$ cat config.mk
export PLATFORM = sky130hd
export DESIGN_NAME = lpm_sequencer
export DESIGN_NICKNAME = d
export VERILOG_FILES = /design/src/hdl/lpm_pkg.sv /design/src/hdl/lpm_ms_timer.sv /design/src/hdl/lpm_sequencer.sv
export SDC_FILE = /design/constraint.sdc
export NUM_CORES = 1
export LEC_CHECK = 0
export BUFFER_PORTS_ARGS = -buffer_cell sky130_fd_sc_hd__buf_4
export CORE_MARGIN = 3
export CORE_UTILIZATION = 35
export CTS_CLUSTER_SIZE = 10
export DETAILED_ROUTE_END_ITERATION = 7
export MAX_ROUTING_LAYER = met4
export PLACE_DENSITY = 0.51
export SYNTH_ARGS = -nofsm -noshare
export SYNTH_HDL_FRONTEND = slang
export SYNTH_HIERARCHICAL = 1
export SYNTH_SLANG_ARGS = --single-unit
export TNS_END_PERCENT = 30
$ cat constraint.sdc
create_clock -name clk -period 4.32 [get_ports clk]
set_clock_uncertainty 0.05 [all_clocks]
set_input_delay 0.216 -clock clk [delete_from_list [all_inputs] [get_ports clk]]
set_output_delay 0.216 -clock clk [all_outputs]
set_load 0.01 [all_outputs]
$ cat src/hdl/lpm_pkg.sv
package lpm_pkg;
	// clock and millisecond prescale
	localparam int CLK_PERIOD_NS = 8;
	localparam int MS_NS         = 1000000;
	localparam int MS_CYC_DEF    = MS_NS / CLK_PERIOD_NS;
	localparam int TICK_W        = 17;

	// all low-power timing is counted in milliseconds
	localparam int TW = 20;
	typedef logic [TW-1:0] lpm_ms_t;

	localparam lpm_ms_t PSM_WIN_MS      = 20'h08854; // 34900 ms: update plus 30 s window
	localparam lpm_ms_t EDRX_PAGE_MS    = 20'h00400; // 1024 ms paging activity
	localparam lpm_ms_t EDRX_CAL_MIN_MS = 20'h14000; // 81920 ms cycle needs calibration
	localparam lpm_ms_t CAL_PERIOD_MS   = 20'h927c0; // 600000 ms calibration period
	localparam lpm_ms_t CAL_FIRST_MS    = 20'h02710; // 10000 ms first calibration gap
	localparam lpm_ms_t CAL_WAKE_MS     = 20'h0000a; // 10 ms thin calibration wake
	localparam lpm_ms_t IO_RST_MS       = 20'h000c8; // 200 ms i/o reset interval
	localparam logic [1:0] CAL_STEP_LAST = 2'h3;     // 80 s spacing reached

	typedef enum logic [1:0] {
		LPM_NONE  = 2'b00,
		LPM_SLEEP = 2'b01,
		LPM_LHIB  = 2'b10,
		LPM_HIB   = 2'b11
	} lpm_mode_e;

	typedef enum logic [2:0] {
		MS_STACK_OFF = 3'b000,
		MS_DRX       = 3'b001,
		MS_EDRX      = 3'b010,
		MS_PSM       = 3'b011,
		MS_NO_SVC    = 3'b100,
		MS_CONNECTED = 3'b101
	} lpm_modem_e;

	typedef enum logic [2:0] {
		ST_ACTIVE = 3'b000,
		ST_SLEEP  = 3'b001,
		ST_LHIB   = 3'b010,
		ST_HIB    = 3'b011,
		ST_WAKE   = 3'b100
	} lpm_state_e;

	typedef struct packed {
		logic      valid;
		lpm_mode_e mode;
	} lpm_cmd_s;

	typedef struct packed {
		logic sys_clk_en;
		logic io_supply_rail;
		logic io_reset_drive;
		logic io_retain;
		logic ram_keep;
	} lpm_pwr_s;

	// which low-power mode the modem state and usb power allow
	function automatic logic mode_allowed(lpm_mode_e m, lpm_modem_e s, logic usb);
		logic ok;
		case (m)
			LPM_SLEEP: ok = (s inside {MS_STACK_OFF, MS_DRX, MS_EDRX, MS_PSM, MS_NO_SVC});
			LPM_LHIB:  ok = !usb && (s inside {MS_STACK_OFF, MS_EDRX, MS_PSM, MS_NO_SVC});
			LPM_HIB:   ok = !usb && (s inside {MS_STACK_OFF, MS_EDRX, MS_PSM});
			default:   ok = 1'b0;
		endcase
		return ok;
	endfunction : mode_allowed

	// calibration gap doubles per step: 10, 20, 40, 80 s
	function automatic lpm_ms_t cal_interval(logic [1:0] step);
		return lpm_ms_t'(CAL_FIRST_MS << step);
	endfunction : cal_interval
endpackage : lpm_pkg

$ cat src/hdl/lpm_ms_timer.sv
module lpm_ms_timer
	import lpm_pkg::*;
(
	input  wire logic              clk,
	input  wire logic              resetn,
	input  wire logic              clk_en,
	input  wire logic              tick,
	input  wire logic              load,
	input  wire lpm_pkg::lpm_ms_t  load_val,
	output logic                   busy,
	output logic                   done
);
	lpm_ms_t cnt_reg;
	logic    done_reg;

	assign busy = (cnt_reg != '0);
	assign done = done_reg;

	// load wins over counting so a restart never loses the new value
	always_ff @(posedge clk or negedge resetn) begin
		if (!resetn) begin
			cnt_reg  <= '0;
			done_reg <= 1'b0;
		end else if (clk_en) begin
			done_reg <= 1'b0;
			if (load) begin
				cnt_reg <= load_val;
			end else if (tick && busy) begin
				cnt_reg  <= cnt_reg - 20'h00001;
				done_reg <= (cnt_reg == 20'h00001);
			end
		end
	end
endmodule : lpm_ms_timer

$ cat src/hdl/lpm_sequencer.sv
module lpm_sequencer
	import lpm_pkg::*;
#(
	parameter int MS_CYC = lpm_pkg::MS_CYC_DEF
) (
	input  wire logic                 clk,
	input  wire logic                 resetn,
	input  wire logic                 clk_en,
	input  wire logic                 wake_request_pin,
	input  wire logic                 host_terminal_ready_line,
	input  wire logic                 usb_bus_power_sense,
	input  wire lpm_pkg::lpm_cmd_s    low_power_config_command,
	input  wire lpm_pkg::lpm_modem_e  modem_state,
	input  wire logic                 idle_req,
	input  wire logic                 data_activity,
	input  wire logic                 psm_en,
	input  wire logic                 edrx_en,
	input  wire logic                 tau_event,
	input  wire logic                 hib_ram_keep,
	input  wire lpm_pkg::lpm_ms_t     active_window_ms,
	input  wire lpm_pkg::lpm_ms_t     edrx_cycle_ms,
	output lpm_pkg::lpm_pwr_s         pwr,
	output lpm_pkg::lpm_state_e       lp_state,
	output logic                      config_discard,
	output logic                      paging_reach,
	output logic                      psm_entry
);
	import lpm_pkg::*;

	lpm_state_e        state_reg, state_next;
	lpm_mode_e         mode_reg;
	lpm_pwr_s          pwr_reg, pwr_next;
	logic [TICK_W-1:0] tick_cnt_reg;
	logic [1:0]        cal_step_reg;
	logic              discard_reg, reach_reg, psm_entry_reg;
	logic              tick, low_st, trig, go, wake_ok, hib_win, iorst_load;
	logic              aw_load, aw_busy, aw_expired;
	logic              psm_load, psm_busy, page_run, cyc_load, cyc_busy, pg_busy;
	logic              calp_load, calp_busy, gap_load, gap_busy, cwk_busy, iorst_busy, iorst_done;

	// millisecond tick; all long times count ticks to keep counters narrow
	assign tick   = (tick_cnt_reg == TICK_W'(MS_CYC - 1));
	assign low_st = (state_reg inside {ST_SLEEP, ST_LHIB, ST_HIB});

	// idle active window; held loaded until truly idle
	assign aw_load    = (state_reg != ST_ACTIVE) || !psm_en || data_activity;
	assign aw_expired = psm_en && !aw_load && !aw_busy;
	assign trig       = idle_req || aw_expired;
	assign go = (state_reg == ST_ACTIVE) && trig && mode_allowed(mode_reg, modem_state, usb_bus_power_sense);

	// only wake sources valid for the mode are looked at
	assign wake_ok = ((state_reg inside {ST_SLEEP, ST_LHIB}) && (wake_request_pin || host_terminal_ready_line))
		|| ((state_reg == ST_HIB) && wake_request_pin);

	// hibernate rail schedule: psm window, paging, thin calibration wakes
	assign psm_load  = (state_reg == ST_HIB) && psm_en && tau_event;
	assign page_run  = low_st && edrx_en && (!psm_en || psm_busy);
	assign cyc_load  = page_run && !cyc_busy;
	assign calp_load = low_st && edrx_en && tau_event && (edrx_cycle_ms >= EDRX_CAL_MIN_MS);
	assign gap_load  = calp_busy && !gap_busy && !calp_load;
	// a load counts at once, so the rail rises on the very edge that opens its window
	assign hib_win   = psm_busy || pg_busy || cwk_busy || psm_load || cyc_load || gap_load;
	assign iorst_load = ((state_reg == ST_HIB) && (state_next == ST_WAKE))
		|| ((state_reg == ST_HIB) && hib_win && !pwr_reg.io_supply_rail);

	lpm_ms_timer u_aw   (.clk, .resetn, .clk_en, .tick, .load(aw_load), .load_val(active_window_ms),
		.busy(aw_busy), .done());
	lpm_ms_timer u_psm  (.clk, .resetn, .clk_en, .tick, .load(psm_load), .load_val(PSM_WIN_MS),
		.busy(psm_busy), .done());
	lpm_ms_timer u_cyc  (.clk, .resetn, .clk_en, .tick, .load(cyc_load), .load_val(edrx_cycle_ms),
		.busy(cyc_busy), .done());
	lpm_ms_timer u_pg   (.clk, .resetn, .clk_en, .tick, .load(cyc_load), .load_val(EDRX_PAGE_MS),
		.busy(pg_busy), .done());
	lpm_ms_timer u_calp (.clk, .resetn, .clk_en, .tick, .load(calp_load), .load_val(CAL_PERIOD_MS),
		.busy(calp_busy), .done());
	lpm_ms_timer u_gap  (.clk, .resetn, .clk_en, .tick, .load(gap_load), .load_val(cal_interval(cal_step_reg)),
		.busy(gap_busy), .done());
	lpm_ms_timer u_cwk  (.clk, .resetn, .clk_en, .tick, .load(gap_load), .load_val(CAL_WAKE_MS),
		.busy(cwk_busy), .done());
	lpm_ms_timer u_rst  (.clk, .resetn, .clk_en, .tick, .load(iorst_load), .load_val(IO_RST_MS),
		.busy(iorst_busy), .done(iorst_done));

	// mode sequencing
	always_comb begin
		state_next = state_reg;
		case (state_reg)
			ST_ACTIVE: begin
				if (go) begin
					case (mode_reg)
						LPM_SLEEP: state_next = ST_SLEEP;
						LPM_LHIB:  state_next = ST_LHIB;
						LPM_HIB:   state_next = ST_HIB;
						default:   state_next = ST_ACTIVE;
					endcase
				end
			end
			ST_SLEEP, ST_LHIB: begin
				if (wake_ok) begin
					state_next = ST_ACTIVE;
				end
			end
			ST_HIB: begin
				if (wake_ok) begin
					state_next = ST_WAKE;
				end
			end
			ST_WAKE: begin
				if (iorst_done) begin
					state_next = ST_ACTIVE;
				end
			end
			default: state_next = ST_ACTIVE;
		endcase
	end

	// power controls follow the next state so they move with it
	assign pwr_next.sys_clk_en     = (state_next inside {ST_ACTIVE, ST_WAKE}) || ((state_next == ST_HIB) && hib_win);
	assign pwr_next.io_supply_rail = (state_next != ST_HIB) || hib_win;
	assign pwr_next.io_reset_drive = (state_next inside {ST_HIB, ST_WAKE}) && (iorst_load || iorst_busy)
		&& !(iorst_done && (state_reg == ST_WAKE));
	assign pwr_next.io_retain      = (state_next inside {ST_SLEEP, ST_LHIB});
	assign pwr_next.ram_keep       = (state_next != ST_HIB) || hib_ram_keep;

	// state, mode and output registers; clock enable freezes everything
	always_ff @(posedge clk or negedge resetn) begin
		if (!resetn) begin
			state_reg     <= ST_ACTIVE;
			mode_reg      <= LPM_NONE;
			tick_cnt_reg  <= '0;
			cal_step_reg  <= 2'h0;
			pwr_reg       <= '{sys_clk_en: 1'b1, io_supply_rail: 1'b1, io_reset_drive: 1'b0,
				io_retain: 1'b0, ram_keep: 1'b1};
			discard_reg   <= 1'b0;
			reach_reg     <= 1'b1;
			psm_entry_reg <= 1'b0;
		end else if (clk_en) begin
			state_reg     <= state_next;
			tick_cnt_reg  <= tick ? '0 : tick_cnt_reg + 17'h00001;
			pwr_reg       <= pwr_next;
			discard_reg   <= (state_next == ST_ACTIVE) && (state_reg inside {ST_LHIB, ST_WAKE});
			reach_reg     <= (state_next == ST_ACTIVE) || (page_run && pg_busy);
			psm_entry_reg <= go && aw_expired;
			if (low_power_config_command.valid && (state_reg == ST_ACTIVE)) begin
				mode_reg <= low_power_config_command.mode;
			end
			if (calp_load) begin
				cal_step_reg <= 2'h0;
			end else if (gap_load && (cal_step_reg != CAL_STEP_LAST)) begin
				cal_step_reg <= cal_step_reg + 2'h1;
			end
		end
	end

	assign pwr            = pwr_reg;
	assign lp_state       = state_reg;
	assign config_discard = discard_reg;
	assign paging_reach   = reach_reg;
	assign psm_entry      = psm_entry_reg;
endmodule : lpm_sequencer

==> results of run 1 <==
power by group through the flow:
stage	Sequential (W)	Clock, W	Combinational, W
6_report	0.00243	0.00150	0.00162
5_1_grt	0.00249	0.00164	0.00187
4_1_cts	0.00243	0.00157	0.00163
3_5_place_dp	0.00246	0	0.00161
3_3_place_gp	0.00246	0	0.00158
2_1_floorplan	0.00236	0	0.00121
layout by cell type (no fill, tap or decap), types with 19 or more instances in the layout:
cell type,instances
conb_1,107
dfrtp_1,189
nor3_1,69
nand2_1,80
or4_1,57
ha_1,24
nor4_1,51
a31oi_1,38
nor2_1,189
nand4_1,24
dlygate4sd3_1,19
a21oi_1,95
buf_4,98
a22oi_1,32
nand3_1,31
inv_1,45
o21ai_0,217
layer usage:
layer | up-vias | GRT usage [%] | part of all wire, %
li1 | 5977 | - | -
met1 | 5596 | 26.0 | 49
met2 | 215 | 29.2 | 46
met3 | 29 | 2.89 | 3.8
met4 | 0 | 4.46 | 1.3
met5 | - | - | 0
critical path, cell delays in order (launching register included):
cell and delay, ps:
dfrtp_1 410, or4_1 580, nor4_4 340, nand4_1 240
or4b_2 760, inv_2 110, nor4_1 60, buf_4 170
a21oi_4 180, inv_1 80, and3_1 190, and3_1 230
or4_1 490, o21ai_0 170
timing repair:
item	in CTS	in global routing
endpoints found under the hold margin	103	0
setup buffers	0	1
setup endpoints to repair	0	1
hold buffers	19	0
cell type report:
class                           count  area, um^2  area share [%]
Clock buffer                       21         440            2.97
Multi-Input combinational cell   1296        7720            52.0
Tap cell                          461         577            3.89
Inverter                           47         176            1.19
Timing Repair Buffer              121        1000            6.74
Clock inverter                     11        83.8           0.565
Sequential cell                   193        4830            32.6
how the worst min path moves through the flow:
stage                           startpoint                 to  slack [ps]
after floorplan                     resetn    cal_step_reg[0]        -130
after global placement              resetn  u_calp/cnt_reg[5]         320
after detailed placement            resetn  u_calp/cnt_reg[4]         320
after CTS                 edrx_cycle_ms[3]   u_cyc/cnt_reg[3]         0.9
after global routing      edrx_cycle_ms[3]   u_cyc/cnt_reg[3]          10
final                     edrx_cycle_ms[3]   u_cyc/cnt_reg[3]          30
stage by stage:
stage                     utilization [%]  cell area [um^2]  cells  setup WS (ps)  power [W]
final                                41.6             14800   2150            181    0.00556
after floorplan                         -             13100   1622            421    0.00357
after global routing                 41.6             14800   2150           26.7    0.00599
after global placement               39.6             14100   2098            222    0.00404
after CTS                            41.6             14800   2149            192    0.00563
after detailed placement             39.6             14100   2098            203    0.00407
==> metrics.cfg, run 1 <==
[placed_design]
io_buffers=68
finalWeightedCongestion=0.808
dp.final_hpwl_um=23600

[route]
vias=11800
ant_nets=0
wl_per_cell_um=16.4
route.detailed.drc=0
first_pass_iters=5
routed_wl_um=35200
avgViaCountPerCell=5.50
drt-initial-drc-count=706

[floorplanning]
die_w_um=196
io-pin-count=69
start_util_pct=35.6
fp-row-count=69
core_um2=35700
die_y_um=196
die_area_um2=38600

[critical_path]
crit_required_ps=4630
endpoint_kind=flip-flop
regToRegSetupSlack_ps=180
start_kind=flip-flop
worstRegToRegCells=13
arrival_ps=4440
rr_startpoint=u_cyc/cnt_reg[16]
worstReg2RegEnd=u_rst/cnt_reg[12]
worst-path-max-fanout=4
startpoint=u_cyc/cnt_reg[16]
crit_path_end=u_rst/cnt_reg[12]
crit_type=reg2reg

[sta]
post-route-period-util_pct=95.8
rsz0062_at_grt=no
setup-violations-final=0
holdWs_ps=25.2
slew_headroom_pct=43.8
tns_ps=0
drv_slew=0
finalHoldViolations=0
clock.fmax_ghz=0.242
worst_pin_slew_ps=843
period_needed_ps=4140

[clock_network]
clockBufferDepth=2
cts.clk_slew.worst_paths_ps=70
cts_tree=built
clk_latency_ps=450
h-tree-depth=4
clock-root-buffer=clkbuf_16
cts_sinks=193
cts-resized-gates=0
cts_made_buffers=17

[layout]
syn_to_final_growth_pct=16.8
drive_above_1_share_pct=11.4
num_antenna_cells=0
fin_nets=1758
fillers=3597

[power]
switching_share_pct=37.3
internal_power_w=0.00349
combinationalPowerShare_pct=29.2
clockPowerShare_pct=27.1
p_switching_w=0.00207
power_frac_seq_pct=43.8
peakVddDrop_mv=0.282
power_density_nw_per_um2=375
power.leakage_nw=5.98

[flow_run]
maxCapViolations=0

[global_route]
grt_max_degree=99
gr-usage-all-layers_pct=18.8
grt_pass1_vias=11300
grt_pass1_wl_um=58500
grt_overflow=0
antenna_found_initial=0

[status]
run_status=finished, final reports clean

[hold_path]
min_path_cells=3
hold_class=in2reg

[synthesis]
synth_cells=1517
yosysWarnings=6
syn_area_per_cell_um2=8.37
syn_area_um2=12700

(Power assumes the default switching activity.)
==> run 2: changes to the inputs <==
Settings changed: REMOVE_ABC_BUFFERS set to 1.
==> run 2 against run 1 <==
- clock-buffer cell count rose by 1
- core utilization up 0.16 points
- total power rose by 1.0%
- first-iteration DRC count rose by 14%
==> metrics.cfg, run 2 (synthesized netlist as in run 1, its figures left out) <==
[floorplanning]
start_util_pct=35.6
die_area_um2=38600
io-pin-count=69
die_y_um=196
fp-row-count=69
die_w_um=196
core_um2=35700

[global_route]
gr-usage-met1_pct=25.7
grt_pass1_wl_um=58600
antenna_found_initial=1
grt_use_met3_pct=2.96
grt_use_met2_pct=28.9
grt_overflow=0
grt_max_degree=120
top_usage_layer=met2
gr-usage-all-layers_pct=18.7
grt_pass1_vias=11400

[hold_path]
min_path_cells=3
min_to=u_aw/cnt_reg[3]
hold_class=in2reg
hp-start=active_window_ms[3]

[clock_network]
clockBufferDepth=2
cts.clk_slew.worst_paths_ps=70
clock-root-buffer=clkbuf_16
cts_tree=built
clk_latency_ps=440
cts_sinks=193
h-tree-depth=4
cts_made_buffers=17

[placed_design]
placed_area_um2=14200
io_buffers=68
finalWeightedCongestion=0.814
dp.final_hpwl_um=23600
place_inst=2102

[sta]
clock.fmax_ghz=0.240
worst_pin_slew_ps=1030
period_needed_ps=4160
setup-violations-final=0
holdWs_ps=34.5
drv_slew=0
rsz0062_at_grt=yes
post-route-period-util_pct=96.3
finalHoldViolations=0
slew_headroom_pct=31.3

[flow_run]
maxCapViolations=0

[critical_path]
start_kind=flip-flop
path_cells=or4_1, nor4_4, nand4_1, or4b_2, inv_2, nor4_1, buf_4, a21oi_4, inv_1, and3_1, buf_4, and3_1, or4_1, o21ai_0
worstReg2RegEnd=u_rst/cnt_reg[12]
rr_startpoint=u_cyc/cnt_reg[16]
cpMaxStageDelayCell=or4b_2
worst-path-max-fanout=6
arrival_ps=4470
cpPeakStageDelay_ps=730
crit_required_ps=4630
regToRegSetupSlack_ps=160
endpoint_kind=flip-flop
crit_type=reg2reg
startpoint=u_cyc/cnt_reg[16]
worstRegToRegCells=14

[route]
drt-initial-drc-count=804
first_pass_iters=5
vias=11900
avgViaCountPerCell=5.54
route.detailed.drc=0
wl_per_cell_um=16.2
ant_nets=0
routed_wl_um=35000

[layout]
drive_above_1_share_pct=11.5
fin_area_um2=14900
mostFrequentLayoutCell=o21ai_0
fin_cells=2152
fin_nets=1760
syn_to_final_growth_pct=17.2
layout_common_cells=o21ai_0 (217), nor2_1 (189), dfrtp_1 (189)
fillers=3633

[power]
power.leakage_nw=6.02
peakVddDrop_mv=0.293
power_density_nw_per_um2=377

[status]
run_status=finished, final reports clean

-- run 2: repair_timing --
item / in CTS / in global routing
buffers inserted: 0 / 0
endpoints found under the hold margin: 131 / 0
setup endpoints to repair: 0 / 2
gates resized for setup: 0 / 1
hold buffers: 18 / 0
-- run 2: worst max-delay path by stage --
stage,to,slack (ps)
2_1_floorplan,u_rst/cnt_reg[13],-4230
3_3_place_gp,u_rst/cnt_reg[12],230
6_report,u_rst/cnt_reg[12],160
3_5_place_dp,u_rst/cnt_reg[12],170
5_1_grt,u_rst/cnt_reg[12],-20
4_1_cts,u_rst/cnt_reg[12],160
-- run 2: routing by layer --
layer | vias to the layer above | wire [um]
met3 | 21 | 1250
met5 | - | 0
met1 | 5710 | 17200
li1 | 5992 | -
met2 | 205 | 16000
met4 | 0 | 484
-- run 2: area by class of cell --
cell class | count | area [um^2] | share of cell area, %
inverter | 47 | 176 | 1.18
clock inverter | 9 | 85.1 | 0.571
clock buffer | 22 | 464 | 3.12
sequential | 193 | 4830 | 32.5
tap | 461 | 577 | 3.87
antenna | 1 | 2.50 | 0.0168
timing repair buffer | 123 | 1030 | 6.92
multi-input combinational | 1296 | 7720 | 51.8
-- run 2: critical path: cells and delay by family (launching register included) --
family | cells | cell delay [ps]
compound gates | 2 | 350
buf+inv | 4 | 510
simple gates | 8 | 2780
flops | 1 | 410
-- run 2: through the flow --
step	power (W)	setup WS (ps)	setup TNS, ps	util [%]
after floorplan	0.00355	-4230	-206900	-
after global routing	0.00606	-20.6	-20.6	41.8
after CTS	0.00569	157	0	41.7
after global placement	0.00405	227	0	39.7
after detailed placement	0.00408	174	0	39.7
final	0.00562	160	0	41.8
-- run 2: where the power goes --
part	switching (W)	leakage (nW)	internal (W)
clock	0.000731	0.262	0.000823
sequential	0.000366	2.45	0.00207
combinational	0.000943	3.31	0.000687
